### config.mk
export PLATFORM = sky130hd
export DESIGN_NAME = cpusc_core_status
export DESIGN_NICKNAME = d
export VERILOG_FILES = /design/src/cpusc_pkg.sv /design/src/cpusc_alu_if.sv /design/src/cpusc_flag_calc.sv /design/src/cpusc_core_status.sv
export VERILOG_INCLUDE_DIRS = /design/src
export SDC_FILE = /design/constraint.sdc
export NUM_CORES = 1
export LEC_CHECK = 0
export BUFFER_PORTS_ARGS = -buffer_cell sky130_fd_sc_hd__buf_2
export CAP_MARGIN = 20
export CORE_UTILIZATION = 41
export CTS_CLUSTER_SIZE = 12
export DETAILED_ROUTE_END_ITERATION = 8
export PLACE_DENSITY = 0.9
export SLEW_MARGIN = 20
export SYNTH_ARGS = -nofsm -noshare
export SYNTH_HDL_FRONTEND = slang
export SYNTH_HIERARCHICAL = 1
export SYNTH_SLANG_ARGS = --single-unit
### constraint.sdc
create_clock -name clk_sys -period 2.23 [get_ports clk_sys]
set_clock_uncertainty 0.05 [all_clocks]
set_input_delay 0.223 -clock clk_sys [delete_from_list [all_inputs] [get_ports clk_sys]]
set_output_delay 0.223 -clock clk_sys [all_outputs]
set_load 0.05 [all_outputs]
### src/cpusc_regs.svh
`ifndef CPUSC_REGS_SVH
`define CPUSC_REGS_SVH

// Special function register byte addresses inside the core window
`define CPUSC_ADDR_WIDTH      10
`define CPUSC_ADDR_FLAGS      10'h200
`define CPUSC_ADDR_MODE       10'h201
`define CPUSC_ADDR_CONFIG     10'h202

// status_flag_byte bit positions
`define CPUSC_FLAG_ZERO       0
`define CPUSC_FLAG_SIGN       1
`define CPUSC_FLAG_OVF        2
`define CPUSC_FLAG_HALF       6
`define CPUSC_FLAG_CARRY      7
`define CPUSC_FLAG_MASK       8'hC7

// operating_mode_byte bit positions
`define CPUSC_MODE_PRIO_LO    0
`define CPUSC_MODE_BANK_LO    4
`define CPUSC_MODE_BANK_HI    5
`define CPUSC_MODE_TRACE      6
`define CPUSC_MODE_SYS        7
`define CPUSC_MODE_BANK_MASK  8'h30
`define CPUSC_MODE_PRIV_MASK  8'hCF

// system_config_reg bit positions
`define CPUSC_CFG_DIV_LO      0
`define CPUSC_CFG_DIV_HI      1
`define CPUSC_CFG_COMPAT      2
`define CPUSC_CFG_PAGE0       3
`define CPUSC_CFG_MASK        8'h0F

// Config reset value and highest priority mask; status word comes from the reset vector instead
`define CPUSC_CONFIG_RESET    8'h00
`define CPUSC_PRIO_MAX        4'hF

// Peripheral clock division counts
`define CPUSC_DIV_4           8'h03
`define CPUSC_DIV_16          8'h0F
`define CPUSC_DIV_64          8'h3F

`endif

### src/cpusc_pkg.sv
package cpusc_pkg;

   // Flag update class of the instruction being retired
   typedef enum logic [3:0] {
      CPUSC_OP_NONE,
      CPUSC_OP_ADD,
      CPUSC_OP_CMPJ,
      CPUSC_OP_DECADJ,
      CPUSC_OP_NEG,
      CPUSC_OP_SHIFT,
      CPUSC_OP_MUL,
      CPUSC_OP_DIV,
      CPUSC_OP_MOVE,
      CPUSC_OP_KEEP
   } cpusc_op_type;

   // Peripheral clock divider selection
   typedef enum logic [1:0] {
      CPUSC_PDIV_4,
      CPUSC_PDIV_16,
      CPUSC_PDIV_64,
      CPUSC_PDIV_RSVD
   } cpusc_pdiv_type;

endpackage

### src/cpusc_alu_if.sv
`timescale 1ns/1ps
interface cpusc_alu_if;
   cpusc_pkg::cpusc_op_type op;
   logic                    valid;
   logic                    carry_in;
   logic                    half_in;
   logic                    ovf_in;
   logic                    msb_in;
   logic                    zero_in;
   logic                    shift_out;
   logic                    carry;
   logic                    half;
   logic                    ovf;

   modport calc (input op, valid, carry_in, half_in, ovf_in, msb_in, zero_in, shift_out,
                 output carry, half, ovf);
   modport use_flags (output op, valid, carry_in, half_in, ovf_in, msb_in, zero_in, shift_out,
                      input carry, half, ovf);
endinterface

### src/cpusc_flag_calc.sv
`timescale 1ns/1ps
module cpusc_flag_calc (
   // Arithmetic results in, flag values out
   cpusc_alu_if.calc a,
   input  wire logic carry_reg,
   input  wire logic half_reg,
   input  wire logic ovf_reg
);
   always_comb begin
      a.carry = carry_reg;
      a.half  = half_reg;
      a.ovf   = ovf_reg;
      case (a.valid ? a.op : cpusc_pkg::CPUSC_OP_NONE)
         cpusc_pkg::CPUSC_OP_ADD: begin
            a.carry = a.carry_in;
            a.half  = a.half_in;
            a.ovf   = a.ovf_in;
         end
         cpusc_pkg::CPUSC_OP_CMPJ,
         cpusc_pkg::CPUSC_OP_DECADJ: a.carry = a.carry_in;
         cpusc_pkg::CPUSC_OP_NEG:    a.ovf   = a.ovf_in;
         cpusc_pkg::CPUSC_OP_SHIFT:  a.carry = a.shift_out;
         cpusc_pkg::CPUSC_OP_MUL: begin
            a.carry = 1'b0;
            a.ovf   = a.ovf_in;
         end
         cpusc_pkg::CPUSC_OP_DIV: begin
            a.carry = 1'b0;
            a.ovf   = a.ovf_in;
         end
         default: ;
      endcase
   end
endmodule // cpusc_flag_calc

### src/cpusc_core_status.sv
// Summary of operation
// - Add, compare, subtract and decimal adjust load carry from top result bit.
// - Shifts and carry rotates pass their bit through the carry flag.
// - Every multiply and divide clears the carry flag.
// - Add and subtract load the half flag from the nibble carry; compare keeps it.
// - Add, negate and subtract set overflow on signed overflow; compare keeps it.
// - Divide sets overflow on quotient too wide or divisor zero.
// - Multiply sets overflow when product exceeds source operand size.
// - Sign flag copies result msb; stack, extend, address and exchange keep it.
// - Zero flag follows result zero; same instructions keep it unchanged.
// - Mode byte writable only in system mode, bank bits always.
// - System bit grants privilege; clear means user mode.
// - Trace bit enables single-step debug facilities.
// - Two bank bits select one of four low register banks.
// - Priority mask gates event interrupts; 15 still passes exceptions and NMI.
// - Explicit status byte write beats instruction flag updates, but a vector load beats it; other byte kept.
// - Reset loads status word from program address 0 vector.
// - Page zero bit chooses 16-bit addressing, else 24-bit.
// - Calls push 24 address bits, or one 16-bit word in page zero.
// - Compat mode maps low 32 data bytes onto four register banks.
// - Compat indirect through register 0 or 1 uses zero-extended byte.
// - Prescale field divides oscillator by 4, 16 or 64; 11 reserved.
// - Status byte is readable and writable in either mode.
`timescale 1ns/1ps
`include "cpusc_regs.svh"
module cpusc_core_status #(
   parameter int DATA_W = 16
) (
   // Clock and reset
   input  wire logic                            clk_sys,
   input  wire logic                            nrst,
   // Reset vector word fetched from address 0
   input  wire logic                            vec_load,
   input  wire logic [15:0]                     vec_word,
   // Special function register port
   input  wire logic [`CPUSC_ADDR_WIDTH-1:0]    sfr_addr,
   input  wire logic                            sfr_wr,
   input  wire logic [7:0]                      sfr_wdata,
   output logic      [7:0]                      sfr_rdata,
   // Retiring instruction results
   input  wire logic                            res_valid,
   input  wire cpusc_pkg::cpusc_op_type         res_op,
   input  wire logic [DATA_W-1:0]               res_value,
   input  wire logic                            res_wide,
   input  wire logic                            res_carry,
   input  wire logic                            res_half,
   input  wire logic                            res_ovf,
   input  wire logic                            res_shift_out,
   // Interrupt priority check
   input  wire logic [3:0]                      irq_prio,
   input  wire logic                            irq_is_exc,
   output logic                                 irq_accept,
   // Mode outputs
   output logic                                 priv_mode,
   output logic                                 trace_en,
   output logic      [1:0]                      bank_sel,
   output logic                                 addr_16bit,
   output logic                                 push_word_only,
   output logic                                 compat_map,
   // Legacy compatibility address mapping
   input  wire logic [15:0]                     dmem_addr,
   input  wire logic                            ind_via_r1,
   input  wire logic [15:0]                     reg0_word,
   output logic                                 dmem_is_reg,
   output logic      [1:0]                      dmem_bank,
   output logic      [2:0]                      dmem_byte,
   output logic      [15:0]                     ind_pointer,
   // Peripheral timing enable
   output logic                                 periph_tick
);
   logic [7:0] flags_reg, flags_next;
   logic [7:0] mode_reg, mode_next;
   logic [7:0] cfg_reg, cfg_next;
   logic [7:0] div_reg, div_next;
   logic       tick_reg, tick_next;
   logic [DATA_W-1:0] res_masked;
   logic       res_msb;
   logic       psw_wr;

   cpusc_alu_if alu ();

   assign alu.op        = res_op;
   assign alu.valid     = res_valid;
   assign alu.carry_in  = res_carry;
   assign alu.half_in   = res_half;
   assign alu.ovf_in    = res_ovf;
   assign alu.msb_in    = res_msb;
   assign alu.zero_in   = (res_masked == '0);
   assign alu.shift_out = res_shift_out;

   assign psw_wr = sfr_wr && (addr_hit(sfr_addr, `CPUSC_ADDR_FLAGS)
                              || addr_hit(sfr_addr, `CPUSC_ADDR_MODE));

   cpusc_flag_calc u_calc (
      .a         (alu),
      .carry_reg (flags_reg[`CPUSC_FLAG_CARRY]),
      .half_reg  (flags_reg[`CPUSC_FLAG_HALF]),
      .ovf_reg   (flags_reg[`CPUSC_FLAG_OVF])
   );

   function automatic logic addr_hit(input logic [`CPUSC_ADDR_WIDTH-1:0] a,
                                     input logic [`CPUSC_ADDR_WIDTH-1:0] b);
      addr_hit = (a == b);
   endfunction

   // Byte results live in the low half
   always_comb begin
      res_masked = res_value;
      res_msb    = res_value[DATA_W-1];
      if (!res_wide) begin
         res_masked = {{(DATA_W-8){1'b0}}, res_value[7:0]};
         res_msb    = res_value[7];
      end
   end

   always_comb begin
      flags_next = flags_reg;
      mode_next  = mode_reg;
      cfg_next   = cfg_reg;
      if (res_valid && res_op != cpusc_pkg::CPUSC_OP_NONE
          && res_op != cpusc_pkg::CPUSC_OP_KEEP && !psw_wr) begin
         flags_next[`CPUSC_FLAG_CARRY] = alu.carry;
         flags_next[`CPUSC_FLAG_HALF]  = alu.half;
         flags_next[`CPUSC_FLAG_OVF]   = alu.ovf;
         flags_next[`CPUSC_FLAG_SIGN]  = alu.msb_in;
         flags_next[`CPUSC_FLAG_ZERO]  = alu.zero_in;
      end
      if (sfr_wr && addr_hit(sfr_addr, `CPUSC_ADDR_FLAGS)) begin
         flags_next = sfr_wdata & `CPUSC_FLAG_MASK;
      end
      if (sfr_wr && addr_hit(sfr_addr, `CPUSC_ADDR_MODE)) begin
         if (mode_reg[`CPUSC_MODE_SYS]) begin
            mode_next = sfr_wdata;
         end else begin
            mode_next = (mode_reg & `CPUSC_MODE_PRIV_MASK)
                        | (sfr_wdata & `CPUSC_MODE_BANK_MASK);
         end
      end
      if (sfr_wr && addr_hit(sfr_addr, `CPUSC_ADDR_CONFIG) && mode_reg[`CPUSC_MODE_SYS]) begin
         cfg_next = sfr_wdata & `CPUSC_CFG_MASK;
      end
      if (vec_load) begin
         flags_next = vec_word[7:0] & `CPUSC_FLAG_MASK;
         mode_next  = vec_word[15:8];
      end
   end

   always_ff @(posedge clk_sys) begin
      if (!nrst) begin
         flags_reg <= 8'h00;
         mode_reg  <= 8'h00;
         cfg_reg   <= `CPUSC_CONFIG_RESET;
      end else begin
         flags_reg <= flags_next;
         mode_reg  <= mode_next;
         cfg_reg   <= cfg_next;
      end
   end

   // Register readback
   always_comb begin
      sfr_rdata = 8'h00;
      if (addr_hit(sfr_addr, `CPUSC_ADDR_FLAGS)) begin
         sfr_rdata = flags_reg;
      end else if (addr_hit(sfr_addr, `CPUSC_ADDR_MODE)) begin
         sfr_rdata = mode_reg;
      end else if (addr_hit(sfr_addr, `CPUSC_ADDR_CONFIG)) begin
         sfr_rdata = cfg_reg;
      end
   end

   assign priv_mode = mode_reg[`CPUSC_MODE_SYS];
   assign trace_en  = mode_reg[`CPUSC_MODE_TRACE];
   assign bank_sel  = {mode_reg[`CPUSC_MODE_BANK_HI], mode_reg[`CPUSC_MODE_BANK_LO]};

   always_comb begin
      irq_accept = irq_is_exc
                   || (irq_prio > mode_reg[`CPUSC_MODE_PRIO_LO +: 4]
                       && mode_reg[`CPUSC_MODE_PRIO_LO +: 4] != `CPUSC_PRIO_MAX);
   end

   assign addr_16bit     = cfg_reg[`CPUSC_CFG_PAGE0];
   assign push_word_only = cfg_reg[`CPUSC_CFG_PAGE0];
   assign compat_map     = cfg_reg[`CPUSC_CFG_COMPAT];

   always_comb begin
      dmem_is_reg = compat_map && (dmem_addr[15:5] == 11'h000);
      dmem_bank   = dmem_addr[4:3];
      dmem_byte   = dmem_addr[2:0];
   end

   always_comb begin
      ind_pointer = reg0_word;
      if (compat_map) begin
         ind_pointer = ind_via_r1 ? {8'h00, reg0_word[15:8]} : {8'h00, reg0_word[7:0]};
      end
   end

   always_comb begin
      div_next  = div_reg + 8'h01;
      tick_next = 1'b0;
      case (cpusc_pkg::cpusc_pdiv_type'(cfg_reg[`CPUSC_CFG_DIV_HI:`CPUSC_CFG_DIV_LO]))
         cpusc_pkg::CPUSC_PDIV_4:  tick_next = (div_reg >= `CPUSC_DIV_4);
         cpusc_pkg::CPUSC_PDIV_16: tick_next = (div_reg >= `CPUSC_DIV_16);
         cpusc_pkg::CPUSC_PDIV_64: tick_next = (div_reg >= `CPUSC_DIV_64);
         default:                  tick_next = 1'b0;
      endcase
      if (tick_next) begin
         div_next = 8'h00;
      end
   end

   always_ff @(posedge clk_sys) begin
      if (!nrst) begin
         div_reg  <= 8'h00;
         tick_reg <= 1'b0;
      end else begin
         div_reg  <= div_next;
         tick_reg <= tick_next;
      end
   end

   assign periph_tick = tick_reg;
endmodule // cpusc_core_status

# == Word-level counts from Yosys, hierarchy flattened ==
# Cells that the tools add are included.
# totals
regBits,26
inputBits,102
out_inout_bits,39
word_cells,77
# classes
n_addsub,1
n_lt_le_gt_ge,4
n_eq_ne,14
n_mux,19
n_bitwise,2
n_reduce_logical,29
# op_table
op,n
two-way mux 8 bit,8
two-way mux 16 bit,2
equality test 10 bit (second input constant),3
equality test 4 x 3 -> 1 bit (second input constant),4
logical NOT 16 bit,1
logical NOT 11 bit,1
logical AND 1 bit,10
nonzero test 3 bit,3
adder 8 x 1 -> 8 bit (second input constant),1
equality test 4 x 2 -> 1 bit (second input constant),2
greater-or-equal comparator 8 x 2 -> 1 bit (second input constant),1
greater-or-equal comparator 8 x 4 -> 1 bit (second input constant),1
greater-or-equal comparator 8 x 6 -> 1 bit (second input constant),1
two-way mux 4 bit,2
inequality test 4 bit (second input constant),2
bitwise OR 8 x 6 -> 8 bit,1
one-hot mux 1 bit (3 select lines),2
AND reduction 2 bit,3
nonzero test 5 bit,1
equality test 4 x 1 -> 1 bit (second input constant),1
> comparator 4 bit,1
nonzero test 4 bit,1
OR reduction 2 bit,2
OR reduction 4 bit,1
other kinds (11),14

# == Logic depth before layout (Yosys ltp) ==
# Gate-level depths: netlist (run 1).
# logic_depth
depth_word,8
depth_mapped,7
mapped_depth_nobuf,7

# == Cells and area by module ==
# Netlist (run 1), hierarchy kept.
# by_module_without_submodules
mod,instances,cells_each,area_per_inst_um2,seq_area_each_um2
cpusc_core_status,1,228,1849.3,520.5
cpusc_flag_calc,1,16,141.4,0.0

# == Worst setup path before layout (run 1) ==
# No wires, ideal clock.
# synth_path
path_type,reg-to-output
startpoint,register mode_reg[7]
endpoint,output sfr_rdata[7]
arrival_ns,2.068
required_time_ns,1.957
setup_slack_ns,-0.111
path_stages_with_launch,4
n_path_buf,1
cell_sequence,dfxtp_1 > clkbuf_1 > mux2i_1 > nor3_1
# synth_between
elab_chain_cells,2
# synth_rtl
item,line_no,text
"start, declared",cpusc_core_status.sv:72,"logic [7:0] mode_reg, mode_next;"
"start signal, assigned",cpusc_core_status.sv:155,mode_reg <= mode_next;
two-way mux 8 bit,cpusc_core_status.sv:165,"end else if (addr_hit(sfr_addr, `CPUSC_ADDR_MODE)) begin"
two-way mux 8 bit,cpusc_core_status.sv:163,"if (addr_hit(sfr_addr, `CPUSC_ADDR_FLAGS)) begin"
"end, declared",cpusc_core_status.sv:39,"output logic [7:0] sfr_rdata,"
# No other way between the ends.

# == Worst setup path after layout (run 1) ==
# layout_path
startpoint,register mode_reg[1]
endpoint,output irq_accept
# layout_between
elab_chain_cells,3
word_cells_on_any_way,4
classes_between,1 x order compare; 1 x eq/ne; 2 x reduce/logical
# layout_rtl
item,line_no,text
> comparator 4 bit or inequality test 4 bit (tied branches),--,
logical AND 1 bit (no line) (*),--,
logical OR 1 bit (*),cpusc_core_status.sv:177,irq_accept = irq_is_exc
"end, declared",cpusc_core_status.sv:52,"output logic irq_accept,"
# Every way passes the cells marked *; elsewhere a longest branch is shown, timed or not.

==> results.py, run 1 <==
metrics = {
    "route": {
        "wl_per_cell_um": 13.7,
        "drtAntennaViolNets": 0,
        "firstDrtPassIters": 4,
        "first_iter_violations": 92,
        "viasPerCell": 5.43,
        "totalWireLength_um": 5660,
        "drc": 0,
        "vias": 2241,
    },
    "grt": {
        "track_usage_pct": 22.2,
        "grt_pass1_vias": 2150,
        "use_met1_pct": 22.5,
        "use_met2_pct": 45.8,
        "grt_use_met3_pct": 1.27,
        "grt_max_degree": 24,
        "grt_pass1_wl_um": 9120,
        "grt.busiest_layer": "met2",
        "grt_overflow": 0,
        "antenna_found_initial": 0,
    },
    "clock_network": {
        "htree_levels": 1,
        "clkLatencyLatePin_ns": 0.28,
        "cts_tree": "done",
        "clockBufferDepth": 2,
        "clkSlewWorstSetupHoldPaths_ns": 0.09,
        "numClockSinks": 26,
        "cts_made_buffers": 3,
        "post_cts_buffers": 0,
        "root_buffer": "clkbuf_8",
    },
    "layout": {
        "final_cells": 413,
        "diodes": 0,
        "syn_to_final_growth_pct": 35.7,
        "drive_above_1_share_pct": 43.2,
        "nNetsFinal": 469,
        "post-route-util_pct": 59.8,
        "fillers": 404,
    },
    "placement": {
        "gp_congestion": 0.849,
        "preCtsSetupSlack_ns": 0.172,
        "dpl.cell_count": 409,
        "numPortBuffers": 127,
        "dp_hpwl_um": 4530,
    },
    "sta": {
        "worst_slack_ns": 0.185,
        "fmax_mhz": 489,
        "fin_crit_sh_pct": 91.7,
        "slew_headroom_pct": 55.2,
        "worst-slew-pin-transition_ns": 0.671,
        "hold_viol": 0,
        "rsz0062_at_grt": "false",
        "timing.setup.tns_ns": 0,
        "fin_crit_ns": 2.05,
        "slew_violations": 0,
        "setup_violations": 0,
    },
    "setup_path": {
        "path_class": "register to primary output",
        "cp_num_buf_inv": 2,
        "cp.arrival_ns": 1.77,
        "slowest_stage": "dfxtp_1",
        "worst_ep_required_time_ns": 1.96,
        "worst-path-max-fanout": 3,
        "critPathMaxStageDelay_ns": 0.36,
        "cpLargestDelayFamily": "compound AO/OA/AOI/OAI gates",
        "critPathLaunchType": "register",
        "endpoint_kind": "primary output",
        "path_cells": "inv_1 -> ha_1 -> nor2b_1 -> o21ai_1 -> nand2b_1 -> a21oi_1 -> o21bai_1 -> buf_2",
    },
    "synthesis": {
        "syn_area_per_cell_um2": 8.17,
        "syn_inst": 243,
        "syn_nets": 350,
        "synth_warnings": 6,
        "synth_area_um2": 1990,
    },
    "floorplan": {
        "die_area_um2": 5130,
        "boundaryPins": 141,
        "fp-row-count": 24,
        "core_um2": 4500,
        "initial_core_util_pct": 44.1,
        "die_y_um": 71.6,
        "die_w_um": 71.6,
    },
    "power": {
        "ir_drop_mv": 0.256,
        "p_leak_nw": 1.34,
        "powerDensity_nw_per_um2": 487,
    },
    "run_status": {
        "outcome": "finished clean",
    },
    "worst_hold_path": {
        "hp-class": "primary input to register",
    },
    "run": {
        "max_cap_violations": 0,
    },
}
-- placed cells by master, fill, tap and decap left out, drive strengths merged, types with 4 or more instances in the layout --
cell type,count
nor4,9
and3,5
nor2,19
o31ai,4
dfxtp,26
buf,130
o211a,4
xor2,4
nand3,7
o21ai,14
xnor2,4
a211oi,4
nand2b,5
mux2i,14
a21oi,9
ha,5
nor3,4
nand4,4
mux2,10
nor2b,22
nand2,27
inv,8
-- layout make-up --
| type | instances | area [um2] | area share (%) |
|---|---|---|---|
| multi-input cells | 193 | 1350 | 50.1 |
| repair buffers | 130 | 658 | 24.4 |
| flip-flops and latches | 26 | 520 | 19.3 |
| well taps | 52 | 65.1 | 2.41 |
| clock buffers | 3 | 41.3 | 1.53 |
| clock inverters | 1 | 30.0 | 1.11 |
| inverters | 8 | 30.0 | 1.11 |
-- final timing paths --
path | cells past startpoint | slack (ns) | from | to
setup / recovery | 8 | 0.18 | mode_reg[1] | irq_accept
hold / removal | 3 | 0.13 | vec_word[15] | mode_reg[7]
setup reg to reg | 6 | 0.35 | div_reg[0] | div_reg[5]
hold reg to reg | 2 | 0.42 | flags_reg[0] | flags_reg[0]
-- per-stage QoR --
| stage | total power, W | cell area, um2 | hold WS [ns] |
|---|---|---|---|
| final | 0.00131 | 2700 | 0.129 |
| after floorplan | 0.000801 | 1990 | 0.315 |
| after CTS | 0.00132 | 2700 | 0.124 |
| after detailed placement | 0.000924 | 2620 | 0.396 |
| after global placement | 0.000912 | 2620 | 0.394 |
| after global routing | 0.00138 | 2700 | 0.156 |
-- report_power, final --
part	leakage [nW]	switching, W	total (W)	internal [W]
clock network	0.0357	0.000157	0.000397	0.000241
registers	0.213	0.0000270	0.000522	0.000495
logic	1.09	0.000231	0.000393	0.000163
-- metal layers --
layer  vias to the layer above  share of wire [%]
li1                       1104                  -
met2                       101                 54
met5                         -                  0
met1                      1021                 38
met3                        15                5.7
met4                         0                2.3
-- timing repair --
item                                    4_1_cts  5_1_grt
resized for setup                             0        1
endpoints found under the setup margin        0        1
hold buffers                                  0        0
-- worst reg2reg max path: stages (launching register included) --
cell and delay, ns:
dfxtp_1 0.34, ha_1 0.24, and3_1 0.18, and3_1 0.21
o311ai_1 0.29, o211ai_1 0.33, nor2b_1 0.18
Power figures use the tool's default switching activity.
==> run 2, diff against run 1 <==
--- a/config.mk
+++ b/config.mk
@@ -6,12 +6,13 @@
 export SDC_FILE = /design/constraint.sdc
 export NUM_CORES = 1
 export LEC_CHECK = 0
+export ABC_AREA = 1
 export BUFFER_PORTS_ARGS = -buffer_cell sky130_fd_sc_hd__buf_2
 export CAP_MARGIN = 20
-export CORE_UTILIZATION = 41
+export CORE_UTILIZATION = 43
 export CTS_CLUSTER_SIZE = 12
 export DETAILED_ROUTE_END_ITERATION = 8
-export PLACE_DENSITY = 0.9
+export PLACE_DENSITY = 0.91
 export SLEW_MARGIN = 20
 export SYNTH_ARGS = -nofsm -noshare
 export SYNTH_HDL_FRONTEND = slang
==> run 2 against run 1 <==
Effect of this change: critical path depth down 5; clock power down 20%; register-to-register slack better by 0.40 ns; combinational power up 8.1%; utilization down 0.51 points; sequential power down 1%; area after synthesis up 8.9%; largest cell class unchanged.
==> results.py, run 2 <==
metrics = {
    "route": {
        "first_iter_violations": 89,
        "totalWireLength_um": 6030,
        "drc": 0,
        "viasPerCell": 4.89,
        "vias": 2595,
        "drtAntennaViolNets": 0,
        "wl_per_cell_um": 11.4,
        "firstDrtPassIters": 4,
    },
    "sta": {
        "worst-slew-pin-transition_ns": 0.447,
        "holdWs_ns": 0.130,
        "fin_crit_sh_pct": 92.4,
        "hold_viol": 0,
        "fin_crit_ns": 2.06,
        "slew_headroom_pct": 70.1,
        "rsz0062_at_grt": "false",
        "slew_violations": 0,
        "setup_violations": 0,
        "fmax_mhz": 485,
    },
    "grt": {
        "antenna_found_initial": 0,
        "track_usage_pct": 22.6,
        "grt_max_degree": 21,
        "grt_overflow": 0,
        "grt_pass1_vias": 2353,
        "grt_pass1_wl_um": 9350,
    },
    "power": {
        "pwr-share-comb_pct": 33.8,
        "intPower_w": 0.000809,
        "p_switching_w": 0.000448,
        "p_sw_share_pct": 35.7,
        "clkPwrFrac_pct": 25.3,
        "powerDensity_nw_per_um2": 443,
        "p_leak_nw": 1.58,
        "ir_drop_mv": 0.286,
        "power_w": 0.00126,
        "pwr-share-seq_pct": 40.9,
    },
    "placement": {
        "dpl.cell_count": 527,
        "dp_hpwl_um": 5060,
        "numPortBuffers": 127,
        "gp_congestion": 0.867,
    },
    "layout": {
        "final_cells": 531,
        "final_cell_mix": "buf_2 (127), nand2_1 (84), nor2_1 (61), inv_1 (45), dfxtp_1 (26)",
        "syn_to_final_growth_pct": 31.2,
        "drive_above_1_share_pct": 34.1,
        "nNetsFinal": 572,
        "fillers": 452,
        "seq_area_um2": 520,
        "final_common_cell": "buf_2",
        "multi_input_area_um2": 1370,
        "diodes": 0,
    },
    "floorplan": {
        "die_y_um": 72.9,
        "core_um2": 4790,
        "die_w_um": 72.9,
        "initial_core_util_pct": 45.2,
        "boundaryPins": 141,
        "die_area_um2": 5320,
        "fp-row-count": 25,
    },
    "setup_path": {
        "endpoint_kind": "primary output",
        "cp.arrival_ns": 1.79,
        "slowest_stage": "dfxtp_1",
        "critPathMaxStageDelay_ns": 0.58,
        "rr_worst_depth": 6,
        "path_class": "register to primary output",
        "worst_ep_required_time_ns": 1.96,
        "path_cells": "nand2_1 -> o21ai_0 -> buf_2",
        "critPathLaunchType": "register",
        "worst-path-max-fanout": 16,
    },
    "clock_network": {
        "cts_made_buffers": 3,
        "clkLatencyLatePin_ns": 0.28,
        "cts-resized-gates": 0,
        "post_cts_buffers": 0,
        "htree_levels": 1,
        "clockBufferDepth": 2,
        "clkSlewWorstSetupHoldPaths_ns": 0.09,
        "root_buffer": "clkbuf_8",
        "postCtsHoldBufs": 0,
        "cts_tree": "done",
        "numClockSinks": 26,
    },
    "run_status": {
        "outcome": "finished clean",
    },
    "synthesis": {
        "syn_inst": 349,
        "synth_warnings": 6,
        "synth_area_um2": 2160,
        "syn_nets": 456,
        "syn_area_per_cell_um2": 6.20,
    },
    "worst_hold_path": {
        "hp-class": "primary input to register",
        "holdPathStages": 3,
    },
    "run": {
        "max_cap_violations": 0,
    },
}
## run 2: critical path, delay by kind of cell, from the launching register on
kind,cells,cell delay [ns]
and+or+nand+nor,1,0.38
DFF,1,0.58
buffers and inverters,1,0.29
AOI/OAI and AO/OA,1,0.26
## run 2: worst paths after layout
path / from / slack (ns) / end
worst min register to register: div_reg[0] / 0.41 / div_reg[0]
worst min-delay path: sfr_wdata[3] / 0.13 / cfg_reg[3]
worst max register to register: mode_reg[7] / 0.75 / mode_reg[6]
worst max-delay path: cfg_reg[2] / 0.17 / ind_pointer[6]
## run 2: stage by stage
step / utilization [%] / area [um2] / TNS [ns] / setup WS (ns)
after CTS: 59.3 / 2840 / 0 / 0.162
after floorplan: - / 2160 / -1.78 / -0.223
after global routing: 59.3 / 2840 / 0 / 0.0263
final: 59.3 / 2840 / 0 / 0.169
after global placement: 58.2 / 2780 / 0 / 0.443
after detailed placement: 58.2 / 2780 / 0 / 0.403
## run 2: power groups by stage
stage | combinational (W) | clock [W] | sequential [W]
4_1_cts | 0.000426 | 0.000319 | 0.000515
5_1_grt | 0.000475 | 0.000340 | 0.000518
3_3_place_gp | 0.000412 | 0 | 0.000525
6_report | 0.000425 | 0.000318 | 0.000515
2_1_floorplan | 0.000291 | 0 | 0.000539
3_5_place_dp | 0.000425 | 0 | 0.000526
## run 2: final cells by class
cell class	instances	area share, %
multi-input combinational	260	48.2
tap	67	2.95
timing repair buffer	127	22.4
sequential	26	18.3
inverter	47	6.21
clock buffer	4	1.94
## run 2: routing by layer
| metal | GRT usage, % | share of wire [%] |
|---|---|---|
| met2 | 45.8 | 54 |
| met3 | 3.73 | 5.3 |
| met5 | 0 | 0 |
| met1 | 21.0 | 37 |
| met4 | 12.9 | 4.0 |
==> run 3, diff against run 2 <==
--- a/config.mk
+++ b/config.mk
@@ -9,6 +9,7 @@
 export ABC_AREA = 1
 export BUFFER_PORTS_ARGS = -buffer_cell sky130_fd_sc_hd__buf_2
 export CAP_MARGIN = 20
+export CORE_ASPECT_RATIO = 2
 export CORE_UTILIZATION = 43
 export CTS_CLUSTER_SIZE = 12
 export DETAILED_ROUTE_END_ITERATION = 8
==> run 3 against run 2 <==
Effect of this change: via count grew 1.8%; critical path depth grew 1; cell count shrank 2.1%; combinational power is essentially flat; critical endpoint is now dmem_is_reg.
==> results.py, run 3 (synthesized netlist as in run 2, its figures left out) <==
metrics = {
    "sta": {
        "timing.setup.tns_ns": 0,
        "fmax_mhz": 513,
        "rsz0062_at_grt": "false",
        "setup_violations": 0,
        "fin_crit_sh_pct": 87.4,
        "worst_slack_ns": 0.282,
        "slew_headroom_pct": 69.7,
        "worst-slew-pin-transition_ns": 0.454,
        "hold_viol": 0,
        "fin_crit_ns": 1.95,
        "slew_violations": 0,
    },
    "route": {
        "vias": 2642,
        "totalWireLength_um": 6370,
        "wl_per_cell_um": 12.2,
        "drtAntennaViolNets": 0,
        "firstDrtPassIters": 4,
        "viasPerCell": 5.08,
        "drc": 0,
        "first_iter_violations": 45,
    },
    "floorplan": {
        "core_um2": 4860,
        "initial_core_util_pct": 44.5,
        "die_w_um": 52.2,
        "die_y_um": 102,
        "fp-row-count": 36,
        "boundaryPins": 141,
        "die_area_um2": 5340,
    },
    "placement": {
        "dp_hpwl_um": 5120,
        "dpl.cell_count": 517,
        "preCtsSetupSlack_ns": 0.346,
        "numPortBuffers": 127,
        "gp_congestion": 0.912,
    },
    "power": {
        "intPower_w": 0.000772,
        "clkPwrFrac_pct": 22.3,
        "p_leak_nw": 1.58,
        "pwr-share-seq_pct": 42.5,
        "p_sw_share_pct": 36.3,
        "powerDensity_nw_per_um2": 430,
        "p_switching_w": 0.000440,
        "ir_drop_mv": 0.513,
        "pwr-share-comb_pct": 35.1,
    },
    "grt": {
        "track_usage_pct": 23.9,
        "grt_pass1_vias": 2380,
        "grt_overflow": 0,
        "grt_max_degree": 21,
        "grt_pass1_wl_um": 9900,
        "antenna_found_initial": 0,
    },
    "setup_path": {
        "critPathMaxStageDelay_ns": 0.61,
        "cp.arrival_ns": 1.68,
        "cp_num_buf_inv": 2,
        "critPathLaunchType": "register",
        "path_cells": "inv_1 -> nor4_1 -> and3_1 -> buf_2",
        "worst_ep_required_time_ns": 1.96,
        "worst-path-max-fanout": 12,
        "path_class": "register to primary output",
        "endpoint_kind": "primary output",
        "crit_cells": 4,
        "r2r_end": "div_reg[7]",
        "r2r_start": "div_reg[0]",
        "crit_start": "cfg_reg[2]",
        "rrSetupSlack_ns": 0.72,
        "cpLargestDelayFamily": "flip-flops",
        "slowest_stage": "dfxtp_1",
        "crit_end": "dmem_is_reg",
        "rr_worst_depth": 6,
    },
    "layout": {
        "fillers": 492,
        "final_cells": 520,
        "diodes": 0,
        "nNetsFinal": 572,
        "syn_to_final_growth_pct": 30.1,
        "final_cell_mix": "buf_2 (127), nand2_1 (83), nor2_1 (61), inv_1 (45), dfxtp_1 (26)",
        "post-route-util_pct": 57.9,
        "final_common_cell": "buf_2",
        "drive_above_1_share_pct": 34.1,
    },
    "clock_network": {
        "root_buffer": "clkbuf_8",
        "htree_levels": 1,
        "clkLatencyLatePin_ns": 0.27,
        "clockBufferDepth": 2,
        "post_cts_buffers": 0,
        "clkSlewWorstSetupHoldPaths_ns": 0.09,
        "cts_made_buffers": 3,
        "numClockSinks": 26,
        "cts_tree": "done",
    },
    "worst_hold_path": {
        "hp-class": "primary input to register",
    },
    "run": {
        "max_cap_violations": 0,
    },
    "run_status": {
        "outcome": "finished clean",
    },
}
run 3: changes by cell type in the layout (fill, tap and decap cells not counted):
cell      previous run  this run
clkbuf_8             4         3
nand2_1             84        83
nand2_2              6         7
run 3: worst min-delay path by stage:
| stage | start | end | slack (ns) | depth (start not counted) |
|---|---|---|---|---|
| after floorplan | sfr_wdata[0] | cfg_reg[0] | 0.31 | 2 |
| after global placement | div_reg[0] | div_reg[0] | 0.38 | 1 |
| after detailed placement | dmem_addr[3] | dmem_bank[0] | 0.40 | 0 |
| after CTS | sfr_wdata[3] | cfg_reg[3] | 0.16 | 3 |
| after global routing | sfr_wdata[1] | cfg_reg[1] | 0.18 | 3 |
| final | sfr_wdata[3] | cfg_reg[3] | 0.15 | 3 |
run 3: tightest hold or removal path: cells and delay by family:
| kind | cells | cell delay, ns |
|---|---|---|
| buf+inv | 1 | 0.09 |
| simple gates | 2 | 0.12 |
run 3: timing repair:
action / CTS / global route
resized for setup: 0 / 1
hold buffers: 0 / 0
setup endpoints to repair: 0 / 1
run 3: final cells by class:
type                            instances  area (um2)  share of cell area [%]
Clock buffer                            3        41.3                    1.47
Inverter                               47         176                    6.27
Multi-Input combinational cell        260        1370                    48.7
Sequential cell                        26         520                    18.5
Tap cell                               57        71.3                    2.53
Timing Repair Buffer                  127         636                    22.6
run 3: power groups by stage:
stage / Clock (W) / Combinational, W / Sequential, W
finish: 0.000271 / 0.000426 / 0.000515
global route: 0.000287 / 0.000473 / 0.000519
CTS: 0.000266 / 0.000427 / 0.000515
detailed placement: 0 / 0.000424 / 0.000526
global placement: 0 / 0.000411 / 0.000524
floorplan: 0 / 0.000291 / 0.000539
run 3: routing by layer:
metal | global-route usage [%] | up-vias | share of wire (%)
met3 | 1.64 | 21 | 5.0
met1 | 24.1 | 1185 | 36
met2 | 48.4 | 100 | 57
li1 | - | 1336 | -
met5 | 0 | - | 0
met4 | 8.10 | 0 | 2.3
run 3: per-stage QoR:
stage / total power, W / instance area, um2 / hold slack [ns]
final: 0.00121 / 2820 / 0.152
after global routing: 0.00128 / 2820 / 0.178
after CTS: 0.00121 / 2810 / 0.159
after detailed placement: 0.000950 / 2770 / 0.397
after global placement: 0.000935 / 2770 / 0.380
after floorplan: 0.000830 / 2160 / 0.308
